`config.mk`:
```
export PLATFORM = sky130hd
export DESIGN_NAME = timer_ctrl
export DESIGN_NICKNAME = d
export VERILOG_FILES = /design/src/verilog/timer_pkg.sv /design/src/verilog/timer_ctrl.sv
export SDC_FILE = /design/constraint.sdc
export NUM_CORES = 1
export LEC_CHECK = 0
export BUFFER_PORTS_ARGS = -buffer_cell sky130_fd_sc_hd__buf_2
export CAP_MARGIN = 20
export CORE_MARGIN = 5
export CORE_UTILIZATION = 57
export DETAILED_ROUTE_END_ITERATION = 7
export GPL_TIMING_DRIVEN = 1
export PLACE_DENSITY = 0.8
export SLEW_MARGIN = 25
export SYNTH_ARGS = -nofsm -noshare
export SYNTH_HDL_FRONTEND = slang
export SYNTH_SLANG_ARGS = --single-unit
```
`constraint.sdc`:
```
create_clock -name sys_clk -period 4.4 [get_ports sys_clk]
set_clock_uncertainty 0.1 [all_clocks]
set_input_delay 0 -clock sys_clk [delete_from_list [all_inputs] [get_ports sys_clk]]
set_output_delay 0 -clock sys_clk [all_outputs]
set_load 0.02 [all_outputs]
```
`src/verilog/timer_pkg.sv`:
```
// constants, register map and mode encoding of the timer block
// Operation
// - 8-bit control: enable, polarity, prescale, mode
// - timer runs only while enable bit set
// - disabled output follows polarity bit
// - polarity sets input and/or output sense
// - one-shot: output inverted one cycle after reload
// - continuous: output toggles every reload
// - counter: toggle on reload, count selected edge
// - pwm: match sets level, reload restores it
// - capture: toggle on reload, capture selected edge
// - compare: output toggles every reload
// - gated: output toggles every reload
// - gated: count active level, interrupt inactive edge
// - capture/compare: output toggles every reload
// - capture/compare: first edge starts, later edges capture
// - prescale divides by 2^n, cleared when disabled
package timer_pkg;

  // ---------------------------------------------------------------
  // register map, byte address is four times the index
  // ---------------------------------------------------------------
  localparam int ADDR_W = 16;
  localparam logic [11:0] CTRL_IDX = 12'hf07;
  localparam logic [11:0] COUNT_IDX = 12'hf10;
  localparam logic [11:0] RELOAD_IDX = 12'hf11;
  localparam logic [11:0] CMP_IDX = 12'hf12;
  localparam logic [11:0] CAPT_IDX = 12'hf13;
  localparam logic [11:0] STAT_IDX = 12'hf14;
  localparam logic [11:0] MASK_IDX = 12'hf15;

  // ---------------------------------------------------------------
  // control field layout and reset values
  // ---------------------------------------------------------------
  localparam int EN_BIT = 7;
  localparam int POL_BIT = 6;
  localparam int PRESCALE_SELECT_LSB = 3;
  localparam int MODE_LSB = 0;
  localparam logic [7:0] CTRL_RST = 8'h00;
  localparam logic [15:0] RELOAD_RST = 16'hffff;
  localparam int PRE_W = 7;

  // ---------------------------------------------------------------
  // interrupt status bits
  // ---------------------------------------------------------------
  localparam int ST_W = 3;
  localparam int ST_RELOAD = 0;
  localparam int ST_CAPT = 1;
  localparam int ST_GATE = 2;

  typedef enum logic [2:0] {
    m_one_shot = 3'b000,
    m_continuous = 3'b001,
    m_counter = 3'b010,
    m_pwm = 3'b011,
    m_capture = 3'b100,
    m_compare = 3'b101,
    m_gated = 3'b110,
    m_capt_cmp = 3'b111
  } mode_e;

endpackage

```
`src/verilog/timer_ctrl.sv`:
```
// timer with control register, polarity-dependent modes and apb slave
//
// The implementer's own choice: the APB slave port.
`timescale 1ns/1ps
module timer_ctrl #(
  parameter int CNT_W = 16
) (
  input wire logic sys_clk,
  input wire logic rst_n,
  input wire logic psel,
  input wire logic penable,
  input wire logic pwrite,
  input wire logic [timer_pkg::ADDR_W-1:0] paddr,
  input wire logic [31:0] pwdata,
  output logic [31:0] prdata,
  output logic pready,
  output logic pslverr,
  input wire logic timer_in,
  output logic timer_out,
  output logic irq
);

  // ---------------------------------------------------------------
  // helpers
  // ---------------------------------------------------------------
  function automatic logic [timer_pkg::ADDR_W-1:0] byte_addr(input logic [11:0] idx);
    byte_addr = {2'h0, idx, 2'h0};
  endfunction

  function automatic logic [timer_pkg::PRE_W-1:0] prescale_select_mask(input logic [2:0] sel);
    prescale_select_mask = timer_pkg::PRE_W'((8'h01 << sel) - 8'h01);
  endfunction

  logic [7:0] ctrl_reg;
  logic [CNT_W-1:0] count_reg;
  logic [CNT_W-1:0] reload_reg;
  logic [CNT_W-1:0] cmp_reg;
  logic [CNT_W-1:0] capt_reg;
  logic [timer_pkg::ST_W-1:0] stat_reg;
  logic [timer_pkg::ST_W-1:0] mask_reg;
  logic [timer_pkg::PRE_W-1:0] pre_reg;
  logic in_prev_reg;
  logic started_reg;
  logic done_reg;
  logic pulse_reg;
  logic out_reg;
  logic [31:0] prdata_reg;
  logic pslverr_reg;

  logic en;
  logic pol;
  logic [2:0] prescale_select;
  timer_pkg::mode_e mode;
  logic rise;
  logic fall;
  logic sel_edge;
  logic src;
  logic tick;
  logic reload_evt;
  logic match_evt;
  logic capt_evt;
  logic gate_evt;
  logic setup;
  logic wr;
  logic [timer_pkg::ST_W-1:0] evt;

  // ---------------------------------------------------------------
  // control decode
  // ---------------------------------------------------------------
  assign en = ctrl_reg[timer_pkg::EN_BIT];
  assign pol = ctrl_reg[timer_pkg::POL_BIT];
  assign prescale_select = ctrl_reg[timer_pkg::PRESCALE_SELECT_LSB +: 3];
  assign mode = timer_pkg::mode_e'(ctrl_reg[timer_pkg::MODE_LSB +: 3]);

  // ---------------------------------------------------------------
  // input edges and count source
  // ---------------------------------------------------------------
  assign rise = timer_in & ~in_prev_reg;
  assign fall = ~timer_in & in_prev_reg;
  assign sel_edge = pol ? fall : rise;

  always_comb begin
    unique case (mode)
      timer_pkg::m_counter: src = sel_edge;
      timer_pkg::m_gated: src = timer_in ^ pol;
      timer_pkg::m_capt_cmp: src = started_reg;
      timer_pkg::m_one_shot: src = ~done_reg;
      timer_pkg::m_continuous,
      timer_pkg::m_pwm,
      timer_pkg::m_capture,
      timer_pkg::m_compare: src = 1'b1;
    endcase
  end

  // prescaler: tick when the low prescale_select bits all set
  assign tick = en & src & ((pre_reg & prescale_select_mask(prescale_select)) == prescale_select_mask(prescale_select));
  assign reload_evt = tick & (count_reg >= (mode == timer_pkg::m_compare ? cmp_reg : reload_reg));
  assign match_evt = tick & (mode == timer_pkg::m_pwm) & (count_reg == cmp_reg);
  assign capt_evt = en & sel_edge & ((mode == timer_pkg::m_capture) |
                    ((mode == timer_pkg::m_capt_cmp) & started_reg));
  assign gate_evt = en & (mode == timer_pkg::m_gated) & (pol ? rise : fall);

  always_ff @(posedge sys_clk) begin
    if (!rst_n) begin
      in_prev_reg <= 1'b0;
    end else begin
      in_prev_reg <= timer_in;
    end
  end

  always_ff @(posedge sys_clk) begin
    if (!rst_n || !en) begin
      pre_reg <= '0;
    end else if (src) begin
      pre_reg <= pre_reg + 1'b1;
    end
  end

  always_ff @(posedge sys_clk) begin
    if (!rst_n || !en) begin
      started_reg <= 1'b0;
      done_reg <= 1'b0;
    end else begin
      if (mode == timer_pkg::m_capt_cmp && sel_edge) begin
        started_reg <= 1'b1;
      end
      if (mode == timer_pkg::m_one_shot && reload_evt) begin
        done_reg <= 1'b1;
      end
    end
  end

  // ---------------------------------------------------------------
  // counter and capture
  // ---------------------------------------------------------------
  always_ff @(posedge sys_clk) begin
    if (!rst_n) begin
      count_reg <= '0;
    end else if (wr && paddr == byte_addr(timer_pkg::COUNT_IDX)) begin
      count_reg <= pwdata[CNT_W-1:0];
    end else if (reload_evt) begin
      count_reg <= CNT_W'(1);
    end else if (tick) begin
      count_reg <= count_reg + 1'b1;
    end
  end

  always_ff @(posedge sys_clk) begin
    if (!rst_n) begin
      capt_reg <= '0;
    end else if (capt_evt) begin
      capt_reg <= count_reg;
    end
  end

  // ---------------------------------------------------------------
  // timer output
  // ---------------------------------------------------------------
  always_ff @(posedge sys_clk) begin
    if (!rst_n) begin
      pulse_reg <= 1'b0;
    end else begin
      pulse_reg <= reload_evt & (mode == timer_pkg::m_one_shot);
    end
  end

  always_ff @(posedge sys_clk) begin
    if (!rst_n) begin
      out_reg <= 1'b0;
    end else if (!en) begin
      out_reg <= pol;
    end else if (mode == timer_pkg::m_pwm) begin
      if (reload_evt) begin
        out_reg <= pol;
      end else if (match_evt) begin
        out_reg <= ~pol;
      end
    end else if (reload_evt || pulse_reg) begin
      // one-shot flips back after one cycle, others just toggle
      out_reg <= ~out_reg;
    end
  end

  assign timer_out = out_reg;

  // ---------------------------------------------------------------
  // apb slave, zero wait states, read data latched in setup
  // ---------------------------------------------------------------
  assign setup = psel & ~penable;
  assign wr = psel & penable & pwrite;
  assign pready = 1'b1;
  assign prdata = prdata_reg;
  assign pslverr = pslverr_reg;

  always_ff @(posedge sys_clk) begin
    if (!rst_n) begin
      prdata_reg <= '0;
      pslverr_reg <= 1'b0;
    end else if (setup) begin
      pslverr_reg <= 1'b0;
      prdata_reg <= '0;
      unique case (paddr)
        byte_addr(timer_pkg::CTRL_IDX): prdata_reg <= {24'h0, ctrl_reg};
        byte_addr(timer_pkg::COUNT_IDX): prdata_reg <= 32'(count_reg);
        byte_addr(timer_pkg::RELOAD_IDX): prdata_reg <= 32'(reload_reg);
        byte_addr(timer_pkg::CMP_IDX): prdata_reg <= 32'(cmp_reg);
        byte_addr(timer_pkg::CAPT_IDX): prdata_reg <= 32'(capt_reg);
        byte_addr(timer_pkg::STAT_IDX): prdata_reg <= 32'(stat_reg);
        byte_addr(timer_pkg::MASK_IDX): prdata_reg <= 32'(mask_reg);
        default: pslverr_reg <= 1'b1;
      endcase
    end
  end

  always_ff @(posedge sys_clk) begin
    if (!rst_n) begin
      ctrl_reg <= timer_pkg::CTRL_RST;
      reload_reg <= timer_pkg::RELOAD_RST[CNT_W-1:0];
      cmp_reg <= '0;
      mask_reg <= '0;
    end else if (wr) begin
      unique case (paddr)
        byte_addr(timer_pkg::CTRL_IDX): ctrl_reg <= pwdata[7:0];
        byte_addr(timer_pkg::RELOAD_IDX): reload_reg <= pwdata[CNT_W-1:0];
        byte_addr(timer_pkg::CMP_IDX): cmp_reg <= pwdata[CNT_W-1:0];
        byte_addr(timer_pkg::MASK_IDX): mask_reg <= pwdata[timer_pkg::ST_W-1:0];
        default: ;
      endcase
    end
  end

  // ---------------------------------------------------------------
  // interrupts: sticky, write one to clear, set wins
  // ---------------------------------------------------------------
  always_comb begin
    evt = '0;
    evt[timer_pkg::ST_RELOAD] = reload_evt;
    evt[timer_pkg::ST_CAPT] = capt_evt;
    evt[timer_pkg::ST_GATE] = gate_evt;
  end

  always_ff @(posedge sys_clk) begin
    if (!rst_n) begin
      stat_reg <= '0;
    end else if (wr && paddr == byte_addr(timer_pkg::STAT_IDX)) begin
      stat_reg <= (stat_reg & ~pwdata[timer_pkg::ST_W-1:0]) | evt;
    end else begin
      stat_reg <= stat_reg | evt;
    end
  end

  assign irq = |(stat_reg & mask_reg);
endmodule

```
==> results of run 1 <==
## power by group through the flow
| stage | clock (W) | combinational, W | sequential, W |
|---|---|---|---|
| finish | 0.000598 | 0.0000882 | 0.000970 |
| global placement | 0 | 0.0000718 | 0.000992 |
| CTS | 0.000602 | 0.0000858 | 0.000970 |
| floorplan | 0 | 0.0000491 | 0.000993 |
| detailed placement | 0 | 0.0000735 | 0.000992 |
| global route | 0.000647 | 0.0000938 | 0.000970 |
## worst min path at each step
stage                from                          end  slack [ps]
6_report         paddr[6]     ctrl_reg[4]$_SDFFE_PN0P_          50
5_1_grt          paddr[6]     ctrl_reg[4]$_SDFFE_PN0P_          80
4_1_cts          paddr[6]     ctrl_reg[7]$_SDFFE_PN0P_          40
3_5_place_dp    pwdata[9]   reload_reg[9]$_SDFFE_PN1P_         160
3_3_place_gp   pwdata[11]  reload_reg[11]$_SDFFE_PN1P_         150
2_1_floorplan    timer_in       in_prev_reg$_SDFF_PN0_          20
## logic make-up (layout without fill, tap and decap cells)
group                      Yosys count  count (layout)
muxes                               40              40
DFF                                107             107
xor gates and xnor gates            28              28
and+or+nand+nor                    302             302
AOI/OAI and AO/OA                  146             146
buffers and inverters               77             118
other                                2              17
adders and majority gates           18              18
## layer usage
metal | part of all wire [%] | global-route usage [%] | wire length, microns | vias up
met3 | 7.6 | 4.29 | 1260 | 44
met1 | 40 | 32.2 | 6550 | 2668
li1 | - | - | - | 2645
met2 | 48 | 44.4 | 7950 | 268
met5 | 0 | 0 | 0 | -
met4 | 4.1 | 13.3 | 669 | 0
## worst max-delay path, cell delays in order (launching register included)
cell	delay, ps
dfxtp_1	600
nand3b_1	180
buf_4	320
mux2i_1	230
ha_1	270
a21oi_1	140
o21ai_0	140
a31oi_1	250
nand4_2	350
nor2_8	370
a32oi_1	150
a21oi_1	160
## synthesized netlist by cell type (4+ instances only)
| cell type | number | share of area (%) |
|---|---|---|
| nor3_1 | 14 | 1.2 |
| buf_2 | 12 | 1.0 |
| nor2_1 | 68 | 4.4 |
| a21oi_1 | 45 | 3.8 |
| dfxtp_1 | 107 | 37 |
| xnor2_1 | 7 | 1.0 |
| nand2b_1 | 4 | 0.43 |
| nand4_1 | 5 | 0.53 |
| nor3b_1 | 6 | 0.77 |
| and2_1 | 4 | 0.43 |
| a221oi_1 | 4 | 0.60 |
| nand3_1 | 50 | 4.3 |
| and4_1 | 7 | 1.0 |
| nor4_1 | 7 | 0.75 |
| o21bai_1 | 5 | 0.64 |
| nand2_1 | 116 | 7.4 |
| a22oi_1 | 53 | 6.8 |
| clkbuf_1 | 35 | 2.2 |
| nand3b_1 | 4 | 0.51 |
| a31oi_1 | 5 | 0.53 |
| o21ai_0 | 10 | 0.85 |
| inv_1 | 10 | 0.64 |
| ha_1 | 18 | 3.8 |
| buf_4 | 17 | 2.2 |
| a222oi_1 | 5 | 0.85 |
| mux2i_1 | 37 | 6.3 |
| xor2_1 | 21 | 3.1 |
## metrics by stage
step	cells	setup slack [ps]	instance area [sq um]
after floorplan	735	915	5910
after global placement	869	1220	6100
after global routing	912	805	6570
final	912	1070	6570
after detailed placement	869	1100	6110
after CTS	912	1090	6570
## repair_timing
| item | CTS | global route |
|---|---|---|
| hold buffers | 27 | 0 |
| hold endpoints to repair | 63 | 0 |
| endpoints found under the setup margin | 0 | 0 |
## area by class of cell
class | count | area share, %
clock buffers | 9 | 1.89
clock inverters | 7 | 1.03
inverters | 11 | 0.629
multi-input cells | 551 | 52.0
flip-flops and latches | 107 | 32.6
well taps | 136 | 2.59
repair buffers | 91 | 9.30
==> summary by stage, run 1 <==
Status
The run finished with clean final reports.

Global route
The pin count of the biggest net entering global routing is 80. Global routing consumed, over all layers together, between 20% and 30% of the routing resources. The initial antenna violation count is 0. Global routing finished with a remaining overflow of 0. The global-route wire length before repair is around 27,000 microns. The number of global-route vias before repair is 5,443.

Cells and area
Cells with a size suffix above 1 make up 12.9% of the layout. The leading cell type in the layout, fill and taps excluded is nand2_1. The number of nets in the layout is 843. From synthesis to final layout, the design area changed by 12.2%. Registers take 2140 sq um. In the layout the commonest cells are nand2_1, dfxtp_1, nor2_1. Fill cells in the final layout number 870. The count of inserted antenna diode cells is 0. The share of the core filled with cells is 64.5%. Summing all multi-input logic gate instances after layout gives 3410 sq um.

Synth
The fraction of the mapped netlist area in adder cells is 3.85%. The mean instance size in the synthesized netlist is 8.13 sq um. The yosys synthesis warning count is 0. After synthesis, the largest family of logic cells by area is simple AND/OR/NAND/NOR gates. The cell area after synthesis is 5850 sq um. The number of different library cells used by synthesis comes to 61. The most used flip-flop cell after synthesis is dfxtp_1.

Counting flops and latches in the post-synthesis netlist gives 107. The fraction of the mapped netlist area in simple logic gates is 24.8%. For this run, asynchronously set or reset flops after synthesis account for 0%. The sequential area share after synthesis is roughly 37%. The count of flip-flops with a built-in enable after synthesis is 0.

Summing the areas of all compound-gate instances in the mapped netlist gives 17.1% of the synthesized area. Summing the areas of all xor and xnor instances in the mapped netlist gives 4.19% of the synthesized area. In the synthesized netlist, mux cells make up under 10% of the area. Counting every instance in the synthesized netlist gives 720.

Power
The internal power is 0.00122 W. The design draws 0.00166 W. In this run the power spent charging and discharging nets is about 0.00044 W. For this design the static power due to leakage is 2.77 nW. The power per unit of standard cell area is 252 nW/um^2.

The portion of total power attributed to the clock network is a little over a third. In this run switching power makes up 26.4% of total power. Of the total power, combinational logic draws 5.3%. The worst-case vdd ir drop is 279 uV.

Sequential cells burn around three fifths of the power.

Worst setup path
Setup slack on the worst reg-to-reg path comes out at 1070 ps. The required arrival time at the worst endpoint is between 4000 and 5000 ps. The kind of end point of the critical path is a register. The category of the most critical setup path is register to register. The arrival time of data at the critical path endpoint is 3550 ps. The startpoint identified for the worst register-to-register timing path is ctrl_reg[1]$_SDFFE_PN0P_. Along the worst path, the maximum fanout reaches 17. The endpoint of the worst register-to-register path is count_reg[10]$_SDFFE_PN0P_. The critical path ends at count_reg[10]$_SDFFE_PN0P_. The worst setup path is launched from a register. The worst setup path startpoint is ctrl_reg[1]$_SDFFE_PN0P_. For the worst flop-to-flop path, the logic depth is 11.

CTS
The insertion delay to the later sink of the worst-skew pair is roughly 390 ps. The post-CTS setup repair buffer count is 0. The root buffer cell is clkbuf_8. The H-tree was split into 3 levels.

After clock tree synthesis, the clock-pin slew on the worst setup and hold paths is 120 ps. The clock net sink count is 107. Buffers inserted during clock tree synthesis total 9. Gates resized during post-CTS repair numbered 0. In this run the deepest clock path goes through 2 buffers. The TritonCTS clock tree is done.

Drt
The remaining routing DRC violations is 0. For this block, the initial DRC count from the detailed router was approximately 550. The average via count per standard cell is around 6.2. The via total after detailed routing is 5,625. The detail route stage leaves a number of antenna-violating nets equal to 0. The count of TritonRoute iterations in the first routing pass is 7. The post-detailed-route wirelength per cell is between 15 and 20 microns.

Summed over all layers, the routed wires come to 16,400 microns.

Placed design
The congestion estimate from routability-driven global placement came to between 0.9 and 1. The number of input and output port buffers inserted is 56. Summed over all nets, the half-perimeter wirelength after detailed placement is between 10,000 and 15,000 microns.

Job
The number of max-cap violations is 0.

STA
The slew of the pin with the lowest slew margin is approximately 950 ps. The relative max-transition margin is 36.5%. Static timing analysis puts the maximum clock frequency at 0.300 GHz. The clock period minus worst slack is 3330 ps. Setup repair after global routing left no endpoint under its margin. The final hold slack is between 40 and 50 ps. In the final timing run, aggregate negative setup slack is 0 ps. The max-slew violation count is 0.

The worst path uses 75.8% of the clock period. The number of hold violations in the final report is 0. The final count of negative-setup-slack endpoints is 0.

Die
Once the floorplan was initialized, standard cells occupied 57.5% of the core. The floorplan step defined a die boundary enclosing approximately 12,000 sq um. The die is 111 microns wide. The floorplan step defined a core boundary enclosing between 10,000 and 15,000 sq um. The die span in y is 111 microns.

For this design the top-level I/O count stands at 90. In this run the core area contains 37 standard-cell rows.

Hold path
The worst hold path stage count is 5. The path class of the tightest hold or removal check is primary input to register.
(Power assumes the default switching activity.)
==> run 2: changes to the inputs <==
- CORE_UTILIZATION: 57 -> 52
- PLACE_DENSITY: 0.8 -> 0.77
- clock period: 4.4 -> 2.95 ns (I/O delays scaled with it)
==> run 2 against run 1 <==
Effect of this change:
- final cell count is 3.2% higher
- combinational power is 50% higher
- largest cell class unchanged
- die area rose by 8.7%
- critical path depth unchanged
- final area grew 4.6%
- sequential share of layout area is 1.4 points lower
- worst setup slack worse by 900 ps
- register-to-register slack worse by 900 ps
- clock power rose by 92%
- global-route usage down 0.61 points
- non-clock buffer count increased by 25
==> summary by stage, run 2 (same netlist as run 1, synthesis figures left out) <==
STA
The number of hold violations in the final report is 0 (unchanged). The final hold slack is 96.9 ps (was 48.1 ps). The relative max-transition margin is 43.1% (was 36.5%). The slew of the pin with the lowest slew margin was 852 ps (was 948 ps).

RSZ-0062 raised after global routing: false (unchanged). The clock period minus worst slack came to 2790 ps (was 3330 ps). The fraction of the cycle the final worst path needs is 94.5% (was 75.8%). The final count of negative-setup-slack endpoints came to 0 (unchanged). The maximum frequency from static timing analysis came to 0.359 GHz (was 0.300 GHz).

The total negative slack was 0 ps (unchanged). The max-slew violation count came to 0 (unchanged).

Placed design
The number of input and output port buffers inserted is 56 (unchanged). The routability congestion estimate from global placement came to 0.899 (was 0.947). The post-detailed-placement half-perimeter wirelength is 11,900 microns (was 11,200 microns). The instance area at placement is 6270 sq um (was 6110 sq um).

Power
The worst-case vdd ir drop is 467 uV (was 279 uV). The internal power is 0.00207 W (was 0.00122 W). The leakage power is 2.93 nW (was 2.77 nW).

The net switching share of the total power is 24.1% (was 26.4%). The logic gate share of total power came to 4.8% (was 5.3%). The power per unit of standard cell area is 398 nW/um^2 (was 252 nW/um^2).

The portion of total power attributed to the clock network is 42.2% (was 36.1%). The fraction of power consumed by sequential logic was 52.9% (was 58.6%). The switching power is 0.000658 W (was 0.000437 W).

Cells and area
The number of filler cells placed in the layout is 931 (was 870). The leading cell type in the layout, fill and taps excluded was nand2_1 (unchanged). The area overhead of the layout relative to synthesis is 17.4% (was 12.2%).

The count of inserted antenna diode cells is 0 (unchanged). The number of nets in the layout is 868 (was 843). The design area is 6870 sq um (was 6570 sq um).

Commonest cells after routing, fill and taps aside: nand2_1, dfxtp_1, nor2_1 (unchanged). The fraction of final layout cells with drive strength greater than 1 was 15.5% (was 12.9%).

Drt
The remaining routing DRC violations is 0 (unchanged). The post-detailed-route wirelength per cell came to 18.0 microns (about the same). The residual antenna-violating net count after detailed routing came to 0 (unchanged). The via total after detailed routing came to 5,720 (was 5,625). The final routed wirelength across all metal layers is 16,900 microns (was 16,400 microns). The number of design-rule violations left by the first detailed-router iteration is 667 (was 546).

The average via count per standard cell is 6.08 (was 6.17). The count of TritonRoute iterations in the first routing pass is 6 (was 7).

Die
The total I/O pin count is 90 (unchanged). The die extent in x was 116 microns (was 111 microns). The initial core utilization is 53.5% (was 57.5%). The core box area is 10,900 sq um (was 10,200 sq um).

The area of the die was 13,500 sq um (was 12,400 sq um). The cell row count was 38 (was 37). The die span in y is 116 microns (was 111 microns).

Global route
The total congestion overflow is 0 (unchanged). The number of global-route vias before repair was 5,744 (was 5,443). The global-route wire length before repair is 27,500 microns (was 26,700 microns). The pin count of the biggest net entering global routing is 63 (was 80). The total track usage is 25.6% (was 26.2%). The initial antenna violation count came to 0 (unchanged).

Worst setup path
The arrival time of data at the critical path endpoint is 2970 ps (was 3550 ps). The category of the most critical setup path was register to register (unchanged). The kind of end point of the critical path is a register (unchanged). The kind of launch point of the worst setup path is a register (unchanged). The worst-path maximum fanout is 16 (was 17). The required arrival time at the worst endpoint is 3140 ps (was 4610 ps).

Hold path
The path category of the worst min-delay check is primary input to register (unchanged).

CTS
The TritonCTS clock tree was done (unchanged). The root buffer cell is clkbuf_16 (was clkbuf_8). The insertion delay to the later sink of the worst-skew pair came to 360 ps (was 390 ps). The number of buffers between clock root and the deepest sink is 2 (unchanged). The clock net sink count is 107 (unchanged). The clock-pin slew on the worst setup and hold paths was 70 ps (was 120 ps). The total clock buffers created by CTS was 9 (unchanged).

The H-tree level count was 3 (unchanged).

Job
The number of max-cap violations came to 0 (unchanged).

Status
Run status: complete, no violations (unchanged).
run 2: critical path: stages (launching register included):
cell and delay, ps:
dfxtp_1 310, nand3b_1 200, buf_12 190, mux2i_1 140, ha_1 330, and4_4 240, nand3_1 110, a221o_1 310
nand3_1 120, nand2_1 90, or4_1 440, a21oi_1 150
run 2: area by class of cell:
type / instances / area [sq um] / share of cell area [%]
multi-input combinational: 551 / 3420 / 49.7
sequential: 107 / 2140 / 31.2
timing repair buffer: 116 / 816 / 11.9
clock buffer: 10 / 229 / 3.33
tap: 140 / 175 / 2.55
clock inverter: 6 / 48.8 / 0.710
inverter: 11 / 42.5 / 0.619
run 2: what timing repair did:
item                                    4_1_cts  5_1_grt
hold buffers                                 29        0
gates resized for setup                       0        4
buffers inserted                              0        2
hold endpoints to repair                     62        0
endpoints found under the setup margin        0        9
run 2: through the flow:
stage | utilization [%] | total power, W | cells | setup WS (ps)
6_report | 62.8 | 0.00273 | 941 | 163
5_1_grt | 62.8 | 0.00280 | 941 | 13.0
4_1_cts | 62.6 | 0.00273 | 939 | 171
3_5_place_dp | 57.4 | 0.00159 | 894 | 178
3_3_place_gp | 57.4 | 0.00159 | 894 | 203
2_1_floorplan | - | 0.00155 | 735 | 3.26
run 2: metal layers:
| layer | share of wire, % | routed length, microns | global-route usage (%) |
|---|---|---|---|
| met3 | 6.9 | 1170 | 4.20 |
| met1 | 39 | 6630 | 31.0 |
| met5 | 0 | 0 | 0 |
| met4 | 4.6 | 773 | 12.3 |
| met2 | 49 | 8360 | 44.2 |
run 2: final timing paths:
check	start	end	slack, ps	depth (start not counted)
worst max-delay path	ctrl_reg[1]$_SDFFE_PN0P_	done_reg$_SDFFE_PP0P_	160	11
worst min-delay path	paddr[6]	ctrl_reg[6]$_SDFFE_PN0P_	100	5
worst max register to register	ctrl_reg[1]$_SDFFE_PN0P_	done_reg$_SDFFE_PP0P_	160	11
worst min register to register	done_reg$_SDFFE_PP0P_	done_reg$_SDFFE_PP0P_	350	2
run 2: power by group through the flow:
stage,combinational [W],sequential (W),clock [W]
detailed placement,0.000110,0.00148,0
global route,0.000141,0.00145,0.00122
finish,0.000132,0.00145,0.00115
global placement,0.000107,0.00148,0
CTS,0.000128,0.00145,0.00115
floorplan,0.0000732,0.00148,0
==> run 3: changes to the inputs <==
- PLACE_DENSITY: 0.77 -> 0.83
==> run 3 against run 2 <==
Effect of this change:
- first-iteration DRC count rose by 13%
- register-to-register slack got worse by 40 ps
- critical path type unchanged
- clock-buffer cell count rose by 1
- critical path depth rose by 1
- die area did not move
- largest cell class unchanged
- highest routed layer unchanged
- final area fell by 0.71%
- fmax fell by 1.3%
- sequential power barely moved
==> summary by stage, run 3 (same netlist as run 1, synthesis figures left out) <==
Die
The initial core utilization is 53.5% (unchanged). The area of the die is 13,500 sq um (unchanged). The total I/O pin count is 90 (unchanged). The die extent in x is 116 microns (unchanged). The die span in y came to 116 microns (unchanged). The core box area is 10,900 sq um (unchanged). The cell row count is 38 (unchanged).

Placed design
The routability congestion estimate from global placement is 0.948 (was 0.899). The post-placement cell count is 888 (was 894). The number of input and output port buffers inserted was 56 (unchanged). The post-detailed-placement half-perimeter wirelength is 11,700 microns (was 11,900 microns).

Hold path
The launch instance of the worst min-delay path is paddr[6] (unchanged). The destination of the worst hold path is ctrl_reg[3]$_SDFFE_PN0P_ (was ctrl_reg[6]$_SDFFE_PN0P_). The worst hold path stage count is 5 (unchanged). The path category of the worst min-delay check is primary input to register (unchanged).

Cells and area
The area overhead of the layout relative to synthesis came to 16.5% (was 17.4%). The leading cell type in the layout, fill and taps excluded is nand2_1 (unchanged). Commonest cells after routing, fill and taps aside: nand2_1, dfxtp_1, nor2_1 (unchanged). The fraction of final layout cells with drive strength greater than 1 is 15.3% (was 15.5%). The number of nets in the layout came to 859 (was 868).

The post-layout instance count excluding filler cells is 932 (was 941). The count of inserted antenna diode cells is 0 (unchanged).

STA
The final count of negative-setup-slack endpoints is 0 (unchanged). The max-slew violation count is 0 (unchanged). The total negative slack is 0 ps (unchanged).

The final hold slack is 113 ps (was 96.9 ps). The number of hold violations in the final report is 0 (unchanged). The fraction of the cycle the final worst path needs is 95.7% (was 94.5%).

The relative max-transition margin was 39.0% (was 43.1%). RSZ-0062 raised after global routing: true (was false). The clock period minus worst slack is 2820 ps (was 2790 ps). The maximum frequency from static timing analysis is 0.354 GHz (was 0.359 GHz).

The slew of the pin with the lowest slew margin came to 914 ps (was 852 ps).

Worst setup path
The number of cells on the worst reg-to-reg path was 12 (was 11). The minimum setup slack among reg-to-reg paths is 130 ps (was 160 ps). The kind of launch point of the worst setup path was a register (unchanged). The arrival time of data at the critical path endpoint is 2950 ps (was 2970 ps).

The required arrival time at the worst endpoint came to 3070 ps (was 3140 ps). The category of the most critical setup path is register to register (unchanged). The worst setup path startpoint is ctrl_reg[1]$_SDFFE_PN0P_ (unchanged).

The endpoint of the worst register-to-register path is timer_out$_SDFFE_PN0P_ (was done_reg$_SDFFE_PP0P_). The kind of end point of the critical path is a register (unchanged). The worst-path maximum fanout is 15 (was 16). The source of the worst register-to-register timing path is ctrl_reg[1]$_SDFFE_PN0P_ (unchanged).

Power
The leakage power is 2.90 nW (was 2.93 nW). The power per unit of standard cell area is 407 nW/um^2 (was 398 nW/um^2). The internal power is 0.00212 W (was 0.00207 W). The switching power came to 0.000658 W (about the same).

The worst-case vdd ir drop is 346 uV (was 467 uV). The post-route total power is 0.00278 W (was 0.00273 W). The fraction of power consumed by sequential logic is 52.0% (was 52.9%). The net switching share of the total power is 23.7% (was 24.1%). The logic gate share of total power is 4.8% (about the same). The portion of total power attributed to the clock network is 43.2% (was 42.2%).

Global route
The initial antenna violation count came to 0 (unchanged). The total track usage came to 25.4% (was 25.6%). The total congestion overflow is 0 (unchanged). The pin count of the biggest net entering global routing is 65 (was 63). The global-route wire length before repair was 27,400 microns (was 27,500 microns). The number of global-route vias before repair came to 5,660 (was 5,744).

Drt
The post-detailed-route wirelength per cell is 18.4 microns (was 18.0 microns). The via total after detailed routing came to 5,823 (was 5,720). The average via count per standard cell was 6.25 (was 6.08). The final routed wirelength across all metal layers is 17,100 microns (was 16,900 microns).

The residual antenna-violating net count after detailed routing is 0 (unchanged). The number of design-rule violations left by the first detailed-router iteration is 754 (was 667). The count of TritonRoute iterations in the first routing pass is 5 (was 6). The remaining routing DRC violations was 0 (unchanged).

CTS
The H-tree level count is 3 (unchanged). The root buffer cell is clkbuf_16 (unchanged). The number of buffers between clock root and the deepest sink came to 2 (unchanged). The clock-pin slew on the worst setup and hold paths is 70 ps (about the same). The clock net sink count is 107 (unchanged).

The TritonCTS clock tree is done (unchanged). The insertion delay to the later sink of the worst-skew pair came to 350 ps (was 360 ps). The total clock buffers created by CTS is 9 (unchanged).

Job
The number of max-cap violations came to 0 (unchanged).

Status
Run status: complete, no violations (unchanged).
[run 3: layer usage]
metal	share of wire, %	global-route usage (%)
met5	0	0
met4	3.7	9.74
met3	10	5.13
met2	49	43.9
met1	37	31.2
[run 3: per-stage QoR]
stage / utilization (%) / instance area [sq um] / worst slack, ps
finish: 62.4 / 6820 / 126
global route: 62.4 / 6820 / -28.3
CTS: 62.0 / 6790 / 136
detailed placement: 57.0 / 6230 / 166
global placement: 57.0 / 6230 / 220
floorplan: - / 5920 / 3.26
[run 3: area by class of cell]
type | instances | area (sq um)
Fill cell | 907 | 4110
Sequential cell | 107 | 2140
Inverter | 11 | 42.5
Clock inverter | 5 | 42.5
Timing Repair Buffer | 107 | 741
Clock buffer | 11 | 253
Tap cell | 140 | 175
Multi-Input combinational cell | 551 | 3430
[run 3: worst max-delay path, cell delays in order, from the launching register on]
cell,delay [ps]
dfxtp_1,320
nand3b_1,210
buf_12,190
mux2i_1,120
ha_1,340
a21oi_1,160
o21ai_0,140
a31oi_2,240
nand3_1,140
buf_4,160
and2_1,150
o31ai_1,290
a211oi_2,110
[run 3: power by group through the flow]
stage | registers [W] | clock network (W) | logic, W
2_1_floorplan | 0.00148 | 0 | 0.0000732
3_3_place_gp | 0.00148 | 0 | 0.000107
3_5_place_dp | 0.00148 | 0 | 0.000110
4_1_cts | 0.00145 | 0.00121 | 0.000129
5_1_grt | 0.00145 | 0.00127 | 0.000142
6_report | 0.00145 | 0.00120 | 0.000133
[run 3: how the worst max path moves through the flow]
stage | endpoint | slack, ps
floorplan | done_reg$_SDFFE_PP0P_ | 3
global placement | done_reg$_SDFFE_PP0P_ | 220
detailed placement | done_reg$_SDFFE_PP0P_ | 170
CTS | done_reg$_SDFFE_PP0P_ | 140
global route | timer_out$_SDFFE_PN0P_ | -30
finish | timer_out$_SDFFE_PN0P_ | 130
[run 3: what timing repair did]
item | 4_1_cts | 5_1_grt
hold buffers | 26 | 0
gates resized for setup | 0 | 5
endpoints found under the setup margin | 0 | 12
setup buffers | 0 | 2
hold endpoints to repair | 62 | 0
